[src/inc/pac_consts.svh]
// constants of the process alarm and output control block
// included by the package; holds defines only
`ifndef PAC_CONSTS_SVH
`define PAC_CONSTS_SVH

// ----------------------------------------------------------------
// register byte offsets, channel block numbers (address bits 7:4) and in-block word offsets (bits 3:2)
// ----------------------------------------------------------------
`define PAC_A_CTRL      8'h00
`define PAC_A_HPER      8'h04
`define PAC_A_CPER      8'h08
`define PAC_A_GAIN      8'h0C
`define PAC_A_STAT      8'h10
`define PAC_A_DP        8'h14
`define PAC_A_ISTAT     8'h18
`define PAC_A_IMASK     8'h1C
`define PAC_A_CH_FIRST  4'h2
`define PAC_A_CH_LAST   4'h4
`define PAC_O_TYPE      2'h0
`define PAC_O_VAL       2'h1
`define PAC_O_HYS       2'h2
`define PAC_O_CFG       2'h3

// ----------------------------------------------------------------
// field positions
// ----------------------------------------------------------------
`define PAC_B_DIRECT    0
`define PAC_B_COOL      1
`define PAC_B_ASSIGN    0
`define PAC_B_OPEN      1
`define PAC_B_PER_EV    3
`define PAC_B_MV_LSB    8

// ----------------------------------------------------------------
// reset values and sizes
// ----------------------------------------------------------------
`define PAC_NCH         3
`define PAC_IRQ_W       4
`define PAC_R_HPER      8'h14
`define PAC_R_CPER      8'h14
`define PAC_R_GAIN      8'h10
`define PAC_R_DP        2'h0
`define PAC_R_TYPE      4'h2
`define PAC_R_VAL       16'h0000
`define PAC_R_HYS       16'h0002
`define PAC_GAIN_SHIFT  4
`define PAC_MV_MAX      100

// ----------------------------------------------------------------
// timing: periods are counted in 10 ms slots
// ----------------------------------------------------------------
`define PAC_CLK_NS      4
`define PAC_SLOT_NS     10000000
`define PAC_SLOTS_PER_S 100

`endif

[src/inc/pac_pkg.sv]
// types of the process alarm and output control block
// constants live in pac_consts.svh
`include "pac_consts.svh"

package pac_pkg;

  typedef enum logic [1:0] {PAC_BUS_IDLE, PAC_BUS_WR, PAC_BUS_RD} pac_bus_t;

  typedef enum logic [2:0] {PAC_K_NONE, PAC_K_UP, PAC_K_LO, PAC_K_BOTH, PAC_K_BAND} pac_kind_t;

  typedef struct packed {
    logic alarm;
    logic standby;
  } pac_ch_state_t;

  typedef struct packed {
    pac_bus_t                          bus;
    logic [7:0]                        baddr;
    logic [31:0]                       rdata;
    logic                              direct;
    logic                              cool_en;
    logic [1:0][7:0]                   per;
    logic [7:0]                        gain;
    logic [1:0]                        dp;
    logic [`PAC_IRQ_W-1:0]             istat;
    logic [`PAC_IRQ_W-1:0]             imask;
    logic [`PAC_NCH-1:0][3:0]          atype;
    logic [`PAC_NCH-1:0][15:0]         aval;
    logic [`PAC_NCH-1:0][15:0]         ahys;
    logic [`PAC_NCH-1:0]               asgn;
    logic [`PAC_NCH-1:0]               opn;
    logic [`PAC_NCH-1:0]               restart;
    logic [`PAC_NCH-1:0]               alarm_prev;
    logic [31:0]                       pre;
    logic [1:0][15:0]                  pos;
    logic [1:0][15:0]                  duty;
    logic [1:0]                        pulse;
    logic signed [7:0]                 mv;
  } pac_top_state_t;

endpackage

[src/verilog/pac_alarm_ch.sv]
// one alarm channel: type decode, hysteresis, standby, contact polarity
// inputs come from logic on mclk_i; tick_i is a one-cycle sample strobe
`timescale 1ns/1ps

module pac_alarm_ch (
  // clock and reset
  input  wire logic                mclk_i,
  input  wire logic                srst_i,
  // sampling
  input  wire logic                tick_i,
  input  wire logic                restart_i,
  input  wire logic signed [15:0]  process_value_i,
  input  wire logic signed [15:0]  set_point_i,
  // settings
  input  wire logic [3:0]          type_i,
  input  wire logic signed [15:0]  value_i,
  input  wire logic [15:0]         hyst_i,
  input  wire logic                assigned_i,
  input  wire logic                open_i,
  // results
  output logic                     alarm_o,
  output logic                     relay_o,
  output logic                     lamp_o
);

  pac_pkg::pac_ch_state_t st_q, st_d;
  pac_pkg::pac_kind_t     kind;
  logic                   dev, sb, region;
  logic signed [17:0]     q, x, h, lo_t;

  always_comb begin
    st_d = st_q;
    dev  = 1'b0;
    sb   = 1'b0;
    kind = pac_pkg::PAC_K_NONE;
    unique case (type_i)
      4'h1, 4'h5: begin dev = 1'b1; kind = pac_pkg::PAC_K_BOTH; end
      4'h2, 4'h6: begin dev = 1'b1; kind = pac_pkg::PAC_K_UP;   end
      4'h3, 4'h7: begin dev = 1'b1; kind = pac_pkg::PAC_K_LO;   end
      4'h4:       begin dev = 1'b1; kind = pac_pkg::PAC_K_BAND; end
      4'h8, 4'hA: kind = pac_pkg::PAC_K_UP;
      4'h9, 4'hB: kind = pac_pkg::PAC_K_LO;
      default:    kind = pac_pkg::PAC_K_NONE;
    endcase
    sb = (type_i >= 4'h5 && type_i <= 4'h7) || type_i == 4'hA || type_i == 4'hB;
    // deviation compares pv - sp, absolute compares pv itself
    q    = dev ? (18'(process_value_i) - 18'(set_point_i)) : 18'(process_value_i);
    x    = 18'(value_i);
    h    = $signed({2'b00, hyst_i});
    lo_t = dev ? -x : x;
    // an active alarm widens its region by h so it drops only past it
    unique case (kind)
      pac_pkg::PAC_K_UP:   region = st_q.alarm ? (q > x - h) : (q > x);
      pac_pkg::PAC_K_LO:   region = st_q.alarm ? (q < lo_t + h) : (q < lo_t);
      pac_pkg::PAC_K_BOTH: begin
        if (x < 0) region = (type_i == 4'h1);
        else       region = st_q.alarm ? (q > x - h || q < h - x) : (q > x || q < -x);
      end
      pac_pkg::PAC_K_BAND: begin
        if (x < 0) region = 1'b0;
        else       region = st_q.alarm ? (q >= -x - h && q <= x + h) : (q >= -x && q <= x);
      end
      default:             region = 1'b0;
    endcase
    if (tick_i) begin
      // standby holds off until the value has once left the region
      if (st_q.standby && !region) st_d.standby = 1'b0;
      st_d.alarm = region && !(sb && st_q.standby);
    end
    if (restart_i) begin
      st_d.standby = 1'b1;
      st_d.alarm   = 1'b0;
    end
  end

  always_ff @(posedge mclk_i) begin
    if (srst_i) begin
      st_q.alarm   <= 1'b0;
      st_q.standby <= 1'b1;
    end else begin
      st_q <= st_d;
    end
  end

  assign alarm_o = st_q.alarm;
  assign lamp_o  = st_q.alarm;
  assign relay_o = assigned_i && (st_q.alarm ^ open_i);
endmodule

[src/verilog/pac_top.sv]
// process alarm and output control: direction, time-proportional outputs,
// three alarm channels, AHB-Lite register slave, one interrupt line.
// process_value_i, set_point_i and sample_tick_i come from logic on mclk_i.
//
// Implementation choices: the placing of the registers and the AHB-Lite register port.
`timescale 1ns/1ps
`include "pac_consts.svh"

// Behaviour
// - direct: output rises as process value rises
// - heating is reverse, cooling is direct
// - pulse train period is heat period, default 20s
// - cool period locked unless cooling assigned
// - three channels, relay only when assigned
// - per-channel type code, default 2, deviation kinds
// - types 8-11 absolute limits, 10-11 standby
// - negative value: type1 always on, 4/5 off
// - per-channel signed alarm value, default zero
// - per-channel hysteresis, default 0.02 percent span
// - standby: suppress until region left once
// - polarity inverts relay, lamp follows alarm
// - alarm value uses input decimal point; dp is only stored and read back, not applied to the alarm value
// - polarity set per channel, apart from type
module pac_top #(
  parameter int unsigned SLOT_CYCLES = `PAC_SLOT_NS / `PAC_CLK_NS
) (
  // clock and reset
  input  wire logic                 mclk_i,
  input  wire logic                 srst_i,
  // AHB-Lite slave
  input  wire logic                 hsel_i,
  input  wire logic [31:0]          haddr_i,
  input  wire logic [1:0]           htrans_i,
  input  wire logic                 hwrite_i,
  input  wire logic [2:0]           hsize_i,
  input  wire logic [31:0]          hwdata_i,
  input  wire logic                 hready_i,
  output logic                      hreadyout_o,
  output logic                      hresp_o,
  output logic [31:0]               hrdata_o,
  // measurement side
  input  wire logic                 sample_tick_i,
  input  wire logic signed [15:0]   process_value_i,
  input  wire logic signed [15:0]   set_point_i,
  // outputs
  output logic                      heat_out_o,
  output logic                      cool_out_o,
  output logic [`PAC_NCH-1:0]       alarm_relay_o,
  output logic [`PAC_NCH-1:0]       alarm_lamp_o,
  output logic                      irq_o
);

  pac_pkg::pac_top_state_t st_q, st_d;
  logic [`PAC_NCH-1:0]     alarm;
  logic                    slot;
  logic [1:0][15:0]        pslots;
  logic [1:0][15:0]        duty_new;
  logic [`PAC_IRQ_W-1:0]   ev;
  logic signed [16:0]      err;
  logic signed [25:0]      prod, sc;
  logic [7:0]              mv_pos, mv_neg;
  logic [1:0]              ch_sel;
  logic                    ch_hit;

  // ----------------------------------------------------------------
  // alarm channels
  // ----------------------------------------------------------------
  for (genvar c = 0; c < `PAC_NCH; c++) begin : g_ch
    pac_alarm_ch u_ch (
      .mclk_i          (mclk_i),
      .srst_i          (srst_i),
      .tick_i          (sample_tick_i),
      .restart_i       (st_q.restart[c]),
      .process_value_i (process_value_i),
      .set_point_i     (set_point_i),
      .type_i          (st_q.atype[c]),
      .value_i         ($signed(st_q.aval[c])),
      .hyst_i          (st_q.ahys[c]),
      .assigned_i      (st_q.asgn[c]),
      .open_i          (st_q.opn[c]),
      .alarm_o         (alarm[c]),
      .relay_o         (alarm_relay_o[c]),
      .lamp_o          (alarm_lamp_o[c])
    );
  end

  // ----------------------------------------------------------------
  // next state
  // ----------------------------------------------------------------
  always_comb begin
    st_d       = st_q;
    st_d.restart = '0;
    ch_sel     = 2'(st_q.baddr[7:4] - `PAC_A_CH_FIRST);
    ch_hit     = st_q.baddr[7:4] >= `PAC_A_CH_FIRST && st_q.baddr[7:4] <= `PAC_A_CH_LAST;

    // bus: reads take one wait cycle so a write just before is seen
    unique case (st_q.bus)
      pac_pkg::PAC_BUS_WR: begin
        st_d.bus = pac_pkg::PAC_BUS_IDLE;
        if (ch_hit) begin
          unique case (st_q.baddr[3:2])
            `PAC_O_TYPE: begin
              st_d.atype[ch_sel]   = hwdata_i[3:0];
              st_d.restart[ch_sel] = 1'b1;
            end
            `PAC_O_VAL:  st_d.aval[ch_sel] = hwdata_i[15:0];
            `PAC_O_HYS:  st_d.ahys[ch_sel] = hwdata_i[15:0];
            `PAC_O_CFG: begin
              st_d.asgn[ch_sel] = hwdata_i[`PAC_B_ASSIGN];
              st_d.opn[ch_sel]  = hwdata_i[`PAC_B_OPEN];
            end
          endcase
        end else begin
          unique case (st_q.baddr)
            `PAC_A_CTRL: begin
              st_d.direct  = hwdata_i[`PAC_B_DIRECT];
              st_d.cool_en = hwdata_i[`PAC_B_COOL];
            end
            `PAC_A_HPER:  st_d.per[0] = hwdata_i[7:0];
            `PAC_A_CPER:  if (st_q.cool_en) st_d.per[1] = hwdata_i[7:0];
            `PAC_A_GAIN:  st_d.gain  = hwdata_i[7:0];
            `PAC_A_DP:    st_d.dp    = hwdata_i[1:0];
            `PAC_A_IMASK: st_d.imask = hwdata_i[`PAC_IRQ_W-1:0];
            default: ;
          endcase
        end
      end
      pac_pkg::PAC_BUS_RD: begin
        st_d.bus   = pac_pkg::PAC_BUS_IDLE;
        st_d.rdata = '0;
        if (ch_hit) begin
          unique case (st_q.baddr[3:2])
            `PAC_O_TYPE: st_d.rdata = 32'(st_q.atype[ch_sel]);
            `PAC_O_VAL:  st_d.rdata = 32'(st_q.aval[ch_sel]);
            `PAC_O_HYS:  st_d.rdata = 32'(st_q.ahys[ch_sel]);
            `PAC_O_CFG:  st_d.rdata = 32'({st_q.opn[ch_sel], st_q.asgn[ch_sel]});
          endcase
        end else begin
          unique case (st_q.baddr)
            `PAC_A_CTRL:  st_d.rdata = 32'({st_q.cool_en, st_q.direct});
            `PAC_A_HPER:  st_d.rdata = 32'(st_q.per[0]);
            `PAC_A_CPER:  st_d.rdata = 32'(st_q.per[1]);
            `PAC_A_GAIN:  st_d.rdata = 32'(st_q.gain);
            `PAC_A_STAT:  st_d.rdata = 32'({st_q.mv, 3'h0, st_q.pulse, alarm});
            `PAC_A_DP:    st_d.rdata = 32'(st_q.dp);
            `PAC_A_ISTAT: st_d.rdata = 32'(st_q.istat);
            `PAC_A_IMASK: st_d.rdata = 32'(st_q.imask);
            default:      st_d.rdata = '0;
          endcase
        end
      end
      pac_pkg::PAC_BUS_IDLE: ;
    endcase
    if (st_q.bus != pac_pkg::PAC_BUS_RD && hsel_i && hready_i && htrans_i[1]) begin
      st_d.bus   = hwrite_i ? pac_pkg::PAC_BUS_WR : pac_pkg::PAC_BUS_RD;
      st_d.baddr = haddr_i[7:0];
    end

    // manipulated variable, direction picks the sign of the error
    err  = st_q.direct ? 17'(process_value_i) - 17'(set_point_i)
                       : 17'(set_point_i) - 17'(process_value_i);
    prod = 26'(err) * $signed(26'(st_q.gain));
    sc   = prod >>> `PAC_GAIN_SHIFT;
    if (sample_tick_i) begin
      if (sc > $signed(26'(`PAC_MV_MAX)))       st_d.mv = 8'(`PAC_MV_MAX);
      else if (sc < -$signed(26'(`PAC_MV_MAX))) st_d.mv = -8'(`PAC_MV_MAX);
      else                                       st_d.mv = 8'(sc);
    end

    // time-proportional outputs: positive part heats, negative part cools
    mv_pos      = st_q.mv > 0 ? 8'(st_q.mv) : 8'h00;
    mv_neg      = (st_q.cool_en && st_q.mv < 0) ? 8'(-st_q.mv) : 8'h00;
    duty_new[0] = 16'(mv_pos) * 16'(st_q.per[0]);
    duty_new[1] = 16'(mv_neg) * 16'(st_q.per[1]);
    slot        = st_q.pre == 32'(SLOT_CYCLES - 1);
    st_d.pre    = slot ? 32'h0000_0000 : st_q.pre + 32'h0000_0001;
    ev          = '0;
    for (int i = 0; i < 2; i++) begin
      pslots[i] = 16'(st_q.per[i]) * 16'(`PAC_SLOTS_PER_S);
      if (slot) begin
        // duty is latched at the period start to keep each pulse whole
        if (pslots[i] == 16'h0000 || st_q.pos[i] >= pslots[i] - 16'h0001) begin
          st_d.pos[i]  = 16'h0000;
          st_d.duty[i] = duty_new[i];
          if (i == 0) ev[`PAC_B_PER_EV] = 1'b1;
        end else begin
          st_d.pos[i] = st_q.pos[i] + 16'h0001;
        end
      end
      st_d.pulse[i] = st_d.pos[i] < st_d.duty[i];
    end

    // interrupts: a new event wins over a write-one clear
    ev[`PAC_NCH-1:0] = alarm & ~st_q.alarm_prev;
    st_d.alarm_prev  = alarm;
    if (st_q.bus == pac_pkg::PAC_BUS_WR && st_q.baddr == `PAC_A_ISTAT) begin
      st_d.istat = st_q.istat & ~hwdata_i[`PAC_IRQ_W-1:0];
    end
    st_d.istat = st_d.istat | ev;
  end

  // ----------------------------------------------------------------
  // state register
  // ----------------------------------------------------------------
  always_ff @(posedge mclk_i) begin
    if (srst_i) begin
      st_q         <= '0;
      st_q.per     <= {`PAC_R_CPER, `PAC_R_HPER};
      st_q.gain    <= `PAC_R_GAIN;
      st_q.dp      <= `PAC_R_DP;
      st_q.atype   <= {`PAC_NCH{`PAC_R_TYPE}};
      st_q.aval    <= {`PAC_NCH{`PAC_R_VAL}};
      st_q.ahys    <= {`PAC_NCH{`PAC_R_HYS}};
    end else begin
      st_q <= st_d;
    end
  end

  assign hreadyout_o = st_q.bus != pac_pkg::PAC_BUS_RD;
  assign hresp_o     = 1'b0;
  assign hrdata_o    = st_q.rdata;
  assign heat_out_o  = st_q.pulse[0];
  assign cool_out_o  = st_q.pulse[1];
  assign irq_o       = |(st_q.istat & st_q.imask);
endmodule

[config.mk]
export PLATFORM = sky130hd
export DESIGN_NAME = pac_top
export DESIGN_NICKNAME = d
export VERILOG_FILES = /design/src/inc/pac_pkg.sv /design/src/verilog/pac_alarm_ch.sv /design/src/verilog/pac_top.sv
export VERILOG_INCLUDE_DIRS = /design/src /design/src/inc
export SDC_FILE = /design/constraint.sdc
export NUM_CORES = 2
export LEC_CHECK = 0
export BUFFER_PORTS_ARGS = -buffer_cell sky130_fd_sc_hd__buf_2
export CAP_MARGIN = 20
export CORE_MARGIN = 2
export CORE_UTILIZATION = 44
export CTS_CLUSTER_DIAMETER = 40
export DETAILED_ROUTE_END_ITERATION = 10
export PLACE_DENSITY_LB_ADDON = 0.05
export SLEW_MARGIN = 20
export SYNTH_ARGS = -nofsm -noshare
export SYNTH_HDL_FRONTEND = slang
export SYNTH_SLANG_ARGS = --single-unit
[constraint.sdc]
create_clock -name mclk_i -period 16.4 [get_ports mclk_i]
set_clock_uncertainty 0.2 [all_clocks]
set_input_delay 4.1 -clock mclk_i [delete_from_list [all_inputs] [get_ports mclk_i]]
set_output_delay 4.1 -clock mclk_i [all_outputs]
set_load 0.01 [all_outputs]
# Yosys cells after proc, flatten, opt, wreduce, memory -nomap -nowiden
# Cells that the tools add are included.
[op_classes]
n_addsub = 28
multipliers = 5
div_mod_pow = 0
order_cmp = 51
eq_ne = 59
n_shift = 0
n_mux = 76
bitwise = 12
n_reduce_logical = 85
[op_table]
columns = ["op", "n"]
rows = [
  ["18-bit less-than comparator", 12],
  ["16-bit two-way mux", 11],
  ["16-bit one-hot mux with 8 select lines", 1],
  ["32-bit one-hot mux with 4 select lines", 1],
  ["18-bit greater-or-equal comparator", 6],
  ["18-bit two-way mux", 6],
  ["48-bit bitwise mux", 2],
  ["16-bit binary-select mux with 2-bit select", 2],
  ["16-bit by 17-bit adder with 18-bit output", 3],
  ["18-bit by 17-bit adder with 18-bit output", 3],
  ["18-bit by 16-bit greater-than comparator with 1-bit output", 3],
  ["18-bit greater-than comparator", 3],
  ["18-bit by 16-bit less-or-equal comparator with 1-bit output", 3],
  ["18-bit less-or-equal comparator", 3],
  ["16-bit negation with 18-bit output", 3],
  ["16-bit by 17-bit subtractor with 18-bit output", 3],
  ["17-bit by 16-bit subtractor with 18-bit output", 3],
  ["18-bit by 17-bit subtractor with 18-bit output", 3],
  ["16-bit by 16-bit subtractor with 17-bit output", 3],
  ["4-bit by 3-bit equality test with 1-bit output (second input constant)", 12],
  ["4-bit equality test (second input constant)", 12],
  ["16-bit by 1-bit less-than comparator with 1-bit output (second input constant)", 3],
  ["3-bit one-hot mux with 4 select lines", 3],
  ["16-bit by 1-bit adder with 16-bit output (second input constant)", 2],
  ["other kinds (65)", 210],
]
[word_totals]
regBits = 310
latch_bits = 0
ramBits = 0
rom_bits = 0
inputBits = 107
out_inout_bits = 43
mem_count = 0

# Depth between registers and ports, before layout
[depth]
depth_word = 12
depth_mapped = 36
depth_no_buf = 34

# Cells and area by module
# Synthesis repeated with hierarchy kept, for this count alone.
[unflattened]
cells_unflattened = 6784
hier_area_um2 = 52276.4
[by_module_without_submodules]
columns = ["mod", "instances", "cells_each", "area_each_um2"]
rows = [
  ["pac_top", 1, 3330, 26872.0],
  ["pac_alarm_ch (g_ch[1].u_ch)", 1, 1182, 8635.8],
  ["pac_alarm_ch (g_ch[0].u_ch)", 1, 1150, 8465.6],
  ["pac_alarm_ch (g_ch[2].u_ch)", 1, 1122, 8303.0],
]

# Least setup slack after synthesis
# No wires, ideal clock.
[synth_timing]
path_kind = "in2reg"
start = "in set_point_i[0]"
end = "reg st_q[2] in the netlist's numbering"
setup_time_ns = 0.119
arrival_ns = 11.352
required_time_ns = 16.081
slack_ns = 4.729
stages = 34
path_buffers = 0
path_cell_list = "inv_1 ha_1 inv_1 fa_1 a21o_1 a21o_1 a21o_1 a21o_1 a21o_1 a21o_1 a211oi_1 nand3b_1 o211a_1 a21oi_1 nand2_1 fa_1 inv_1 fa_1 fa_1 inv_1 fa_1 inv_1 ha_1 a21oi_1 nand2_1 a31o_2 a21oi_1 o21a_1 o21bai_1 a21oi_1 xor2_1 o41ai_4 nand3_1 o221a_2"
[synth_via]
elab_chain_len = 6
word_cells_on_any_way = 8
cone_classes = "2 x add/sub; 1 x mul; 2 x order compare; 3 x mux"
[synth_lines]
columns = ["item", "line_no", "text"]
rows = [
  ["start, declared", "pac_top.sv:44", "input wire logic signed [15:0] set_point_i,"],
  ["16-bit by 16-bit subtractor with 17-bit output (on tied branches)", "pac_top.sv:161, pac_top.sv:160", ""],
  ["17-bit two-way mux (*)", "pac_top.sv:160", "err = st_q.direct ? 17'(process_value_i) - 17'(set_point_i)"],
  ["17-bit by 9-bit multiplier with 26-bit output (*)", "pac_top.sv:162", "prod = 26'(err) * $signed(26'(st_q.gain));"],
  ["22-bit by 8-bit less-than comparator with 1-bit output", "pac_top.sv:166", "else if (sc < -$signed(26'(`PAC_MV_MAX))) st_d.mv = -8'(`PAC_MV_MAX);"],
  ["8-bit two-way mux", "pac_top.sv:166", ""],
  ["8-bit two-way mux (*)", "pac_top.sv:165", "if (sc > $signed(26'(`PAC_MV_MAX))) st_d.mv = 8'(`PAC_MV_MAX);"],
  ["end signal, assigned", "pac_top.sv:215", "st_q <= st_d;"],
  ["end, declared", "pac_top.sv:53", "pac_pkg::pac_top_state_t st_q, st_d;"],
]
# Every way passes the cells marked *; elsewhere a longest branch is shown, timed or not.
# A chain may end at the register's enable or synchronous reset.

# Final worst setup path
[layout_timing]
start = "in process_value_i[0]"
end = "reg st_q[2] in the netlist's numbering"
[layout_via]
elab_chain_len = 6
word_cells_on_any_way = 8
cone_classes = "2 x add/sub; 1 x mul; 2 x order compare; 3 x mux"
[layout_lines]
columns = ["item", "line_no", "text"]
rows = [
  ["start, declared", "pac_top.sv:43", "input wire logic signed [15:0] process_value_i,"],
  ["16-bit by 16-bit subtractor with 17-bit output (on tied branches)", "pac_top.sv:161, pac_top.sv:160", ""],
  ["17-bit two-way mux (*)", "pac_top.sv:160", ""],
  ["17-bit by 9-bit multiplier with 26-bit output (*)", "pac_top.sv:162", ""],
  ["22-bit by 8-bit less-than comparator with 1-bit output", "pac_top.sv:166", ""],
  ["8-bit two-way mux", "pac_top.sv:166", ""],
  ["8-bit two-way mux (*)", "pac_top.sv:165", ""],
]
# Marks and branches as above.

==> out/qor.yml <==
status:
  status: "completed"
critical_path:
  startpoint_type: "input pin"
  crit_family: "compound AO/OA/AOI/OAI gates"
  end_kind: "register"
  worst-setup-path-type: "input pin to register"
  cp_slowest_cell: "a21oi_1"
  max_stage_delay_ns: 0.70
  path_common_cell: "a21oi_1"
  cp.arrival_ns: 12.88
  cp.required_ns: 16.69
  crit_fanout: 10
  path_buf_inv: 6
floorplanning:
  coreArea_um2: 109000
  die_area_um2: 113000
  start_util_pct: 44.4
  die_y_um: 336
  rows: 121
  fp.dieW_um: 336
  pin_count: 150
sta:
  tightest_slew_ns: 1.14
  setup-tns-final_ns: 0
  fin_crit_sh_pct: 76.7
  relSlewSlack_pct: 23.3
  worst_slack_ns: 3.81
  hold_viol_final: 0
  finalMaxSlewViolations: 0
  max_freq_ghz: 0.0795
  worst_hold_slack_ns: 0.255
  fin_crit_ns: 12.59
  rsz0062_at_grt: "no"
  setup_violations: 0
cts:
  postCtsSetupBuffers: 0
  cts_resized: 0
  clkSlewWorstSetupHoldPaths_ns: 0.06
  cts_buffers: 55
  clockBufferDepth: 3
  clock_latency_ns: 0.60
  holdBufCountCts: 0
  cts_tree: "done"
  clkSinkCount: 294
  cts_root_buffer: "clkbuf_16"
  cts_max_level: 2
routing:
  drc: 0
  wl_per_cell_um: 20.7
  drtPass1Iterations: 5
  finalWirelength_um: 160000
  ant_nets: 0
  via_per_inst: 5.58
  dr.first_iter.drc_count: 2695
  vias: 43200
global_routing:
  antenna_found_initial: 10
  grt_pass1_vias: 42100
  grt_max_degree: 124
  grt_pass1_wl_um: 249000
  grt_usage_pct: 28.2
  overflow: 0
placement:
  gp_congestion: 0.907
  place_worst_setup_slack_ns: 3.20
  place_area_um2: 50200
  port_buffers: 88
  dp_hpwl_um: 131000
synthesis:
  synthAdderAreaFrac_pct: 32.6
  synth_cell_types: 88
  synth.avg_cell_area_um2: 7.71
  synthArstFlopShare_pct: 0
  yosys-mux-area-fraction_pct: 2.40
  synth_edf_count: 0
  post_synth_and_or_nand_nor_area_fraction_pct: 18.6
  seq_area_frac_synth_pct: 12.2
  synthXorXnorAreaFrac_pct: 8.48
  synthCells: 6279
  ys_warn_count: 0
  ys_seq_elements: 294
  synth_top_family_by_area: "adder cells"
  synth_area_um2: 48400
  synth_compound_area_share_pct: 18.1
  synth-main-ff-cell: "dfxtp_1"
power:
  ir_drop_mv: 0.0742
  p_leak_nw: 24.2
  p_per_area_nw_per_um2: 56.9
layout:
  final_area_um2: 52200
  layout_commonest_cell: "ha_1"
  drive_gt1_share_pct: 5.49
  layout_common_cells: "ha_1, nand2_1, inv_1, a21oi_1, nor2_1"
  final_nets: 7520
  area_delta_synth_final_pct: 7.87
flow_run:
  max_cap_violations: 0
hold_path:
  hold_class: "register to register"
-- final timing paths --
check / start / end / slack [ns] / cells past startpoint
min: st_q[110] / g_ch[1].u_ch.st_q[0] / 0.26 / 2
max: process_value_i[0] / st_q[2] / 3.81 / 33
min reg2reg: st_q[110] / g_ch[1].u_ch.st_q[0] / 0.26 / 2
max reg2reg: st_q[246] / heat_out_o / 8.09 / 31
-- cell families after synthesis --
| group | count (synthesis) |
|---|---|
| simple gates | 1914 |
| xor+xnor | 469 |
| other cells | 2 |
| fa+ha+maj | 1140 |
| compound gates | 1397 |
| mux | 111 |
| buf+inv | 952 |
| flops | 294 |
-- area by class of cell --
type | count | area (um^2)
Multi-Input combinational cell | 5056 | 38900
Clock inverter | 37 | 448
Fill cell | 11300 | 56800
Tap cell | 1414 | 1770
Timing Repair Buffer | 171 | 1070
Clock buffer | 67 | 1520
Sequential cell | 294 | 5890
Inverter | 695 | 2610
Antenna cell | 8 | 20.0
-- worst reg2reg max path: cells and delay by family, from the launching register on --
kind / cells / cell delay, ns
AO/OA/AOI/OAI: 14 / 3.24
buffers and inverters: 2 / 0.73
AND/OR/NAND/NOR: 7 / 1.10
multiplexers: 1 / 0.37
flip-flops: 1 / 0.57
adder cells (fa/ha/maj): 6 / 1.85
XOR/XNOR: 1 / 0.17
-- state kept, by name, summed over array words and instances (netlist names) --
register	cells
g_ch.u_ch.alarm_o	3
hrdata_o	16
g_ch.u_ch.st_q	3
cool_out_o	1
heat_out_o	1
st_q	270
-- routing by layer --
| metal | track usage, % | part of all wire [%] |
|---|---|---|
| met2 | 47.7 | 46 |
| met3 | 2.51 | 4.8 |
| met5 | 0 | 0 |
| met4 | 7.54 | 2.8 |
| met1 | 38.4 | 46 |
-- per-stage QoR --
stage / util [%] / power [mW] / instances
detailed placement: 46.1 / 1.79 / 7630
global route: 47.9 / 3.16 / 7736
CTS: 47.9 / 2.99 / 7734
finish: 47.9 / 2.97 / 7742
global placement: 46.1 / 1.77 / 7630
floorplan: - / 1.43 / 6302
-- synth_stat cells (17+ instances only) --
master,instances,share of area (%)
ha_1,937,24
nand2_1,692,5.4
inv_1,684,5.3
a21oi_1,527,5.4
nor2_1,427,3.3
xnor2_1,333,6.0
dfxtp_1,294,12
o21ai_0,266,2.7
fa_1,203,8.4
clkbuf_1,186,1.4
a21o_1,164,2.5
nor3_1,136,1.4
xor2_1,136,2.5
and2_1,111,1.4
nand3_1,108,1.1
mux2i_1,99,2.0
nor2b_1,98,1.3
nand4_1,85,1.1
nand2b_1,58,0.75
o21bai_1,58,0.90
o21a_1,52,0.81
or3_1,49,0.63
and3_1,48,0.62
buf_4,40,0.62
a211oi_1,37,0.57
o211ai_1,33,0.51
a31oi_1,26,0.34
nor4_1,26,0.34
buf_1,25,0.19
or2_2,24,0.31
a221oi_1,23,0.42
o31ai_1,20,0.31
a21boi_0,19,0.29
o22ai_1,18,0.23
o2111ai_1,17,0.31
-- power breakdown --
part	internal (mW)	switching [mW]	total (mW)
clock network	0.764	0.425	1.19
registers	0.725	0.0117	0.736
logic	0.397	0.651	1.05
total	1.89	1.09	2.97
Note: power is estimated with default switching activity, not from simulation.
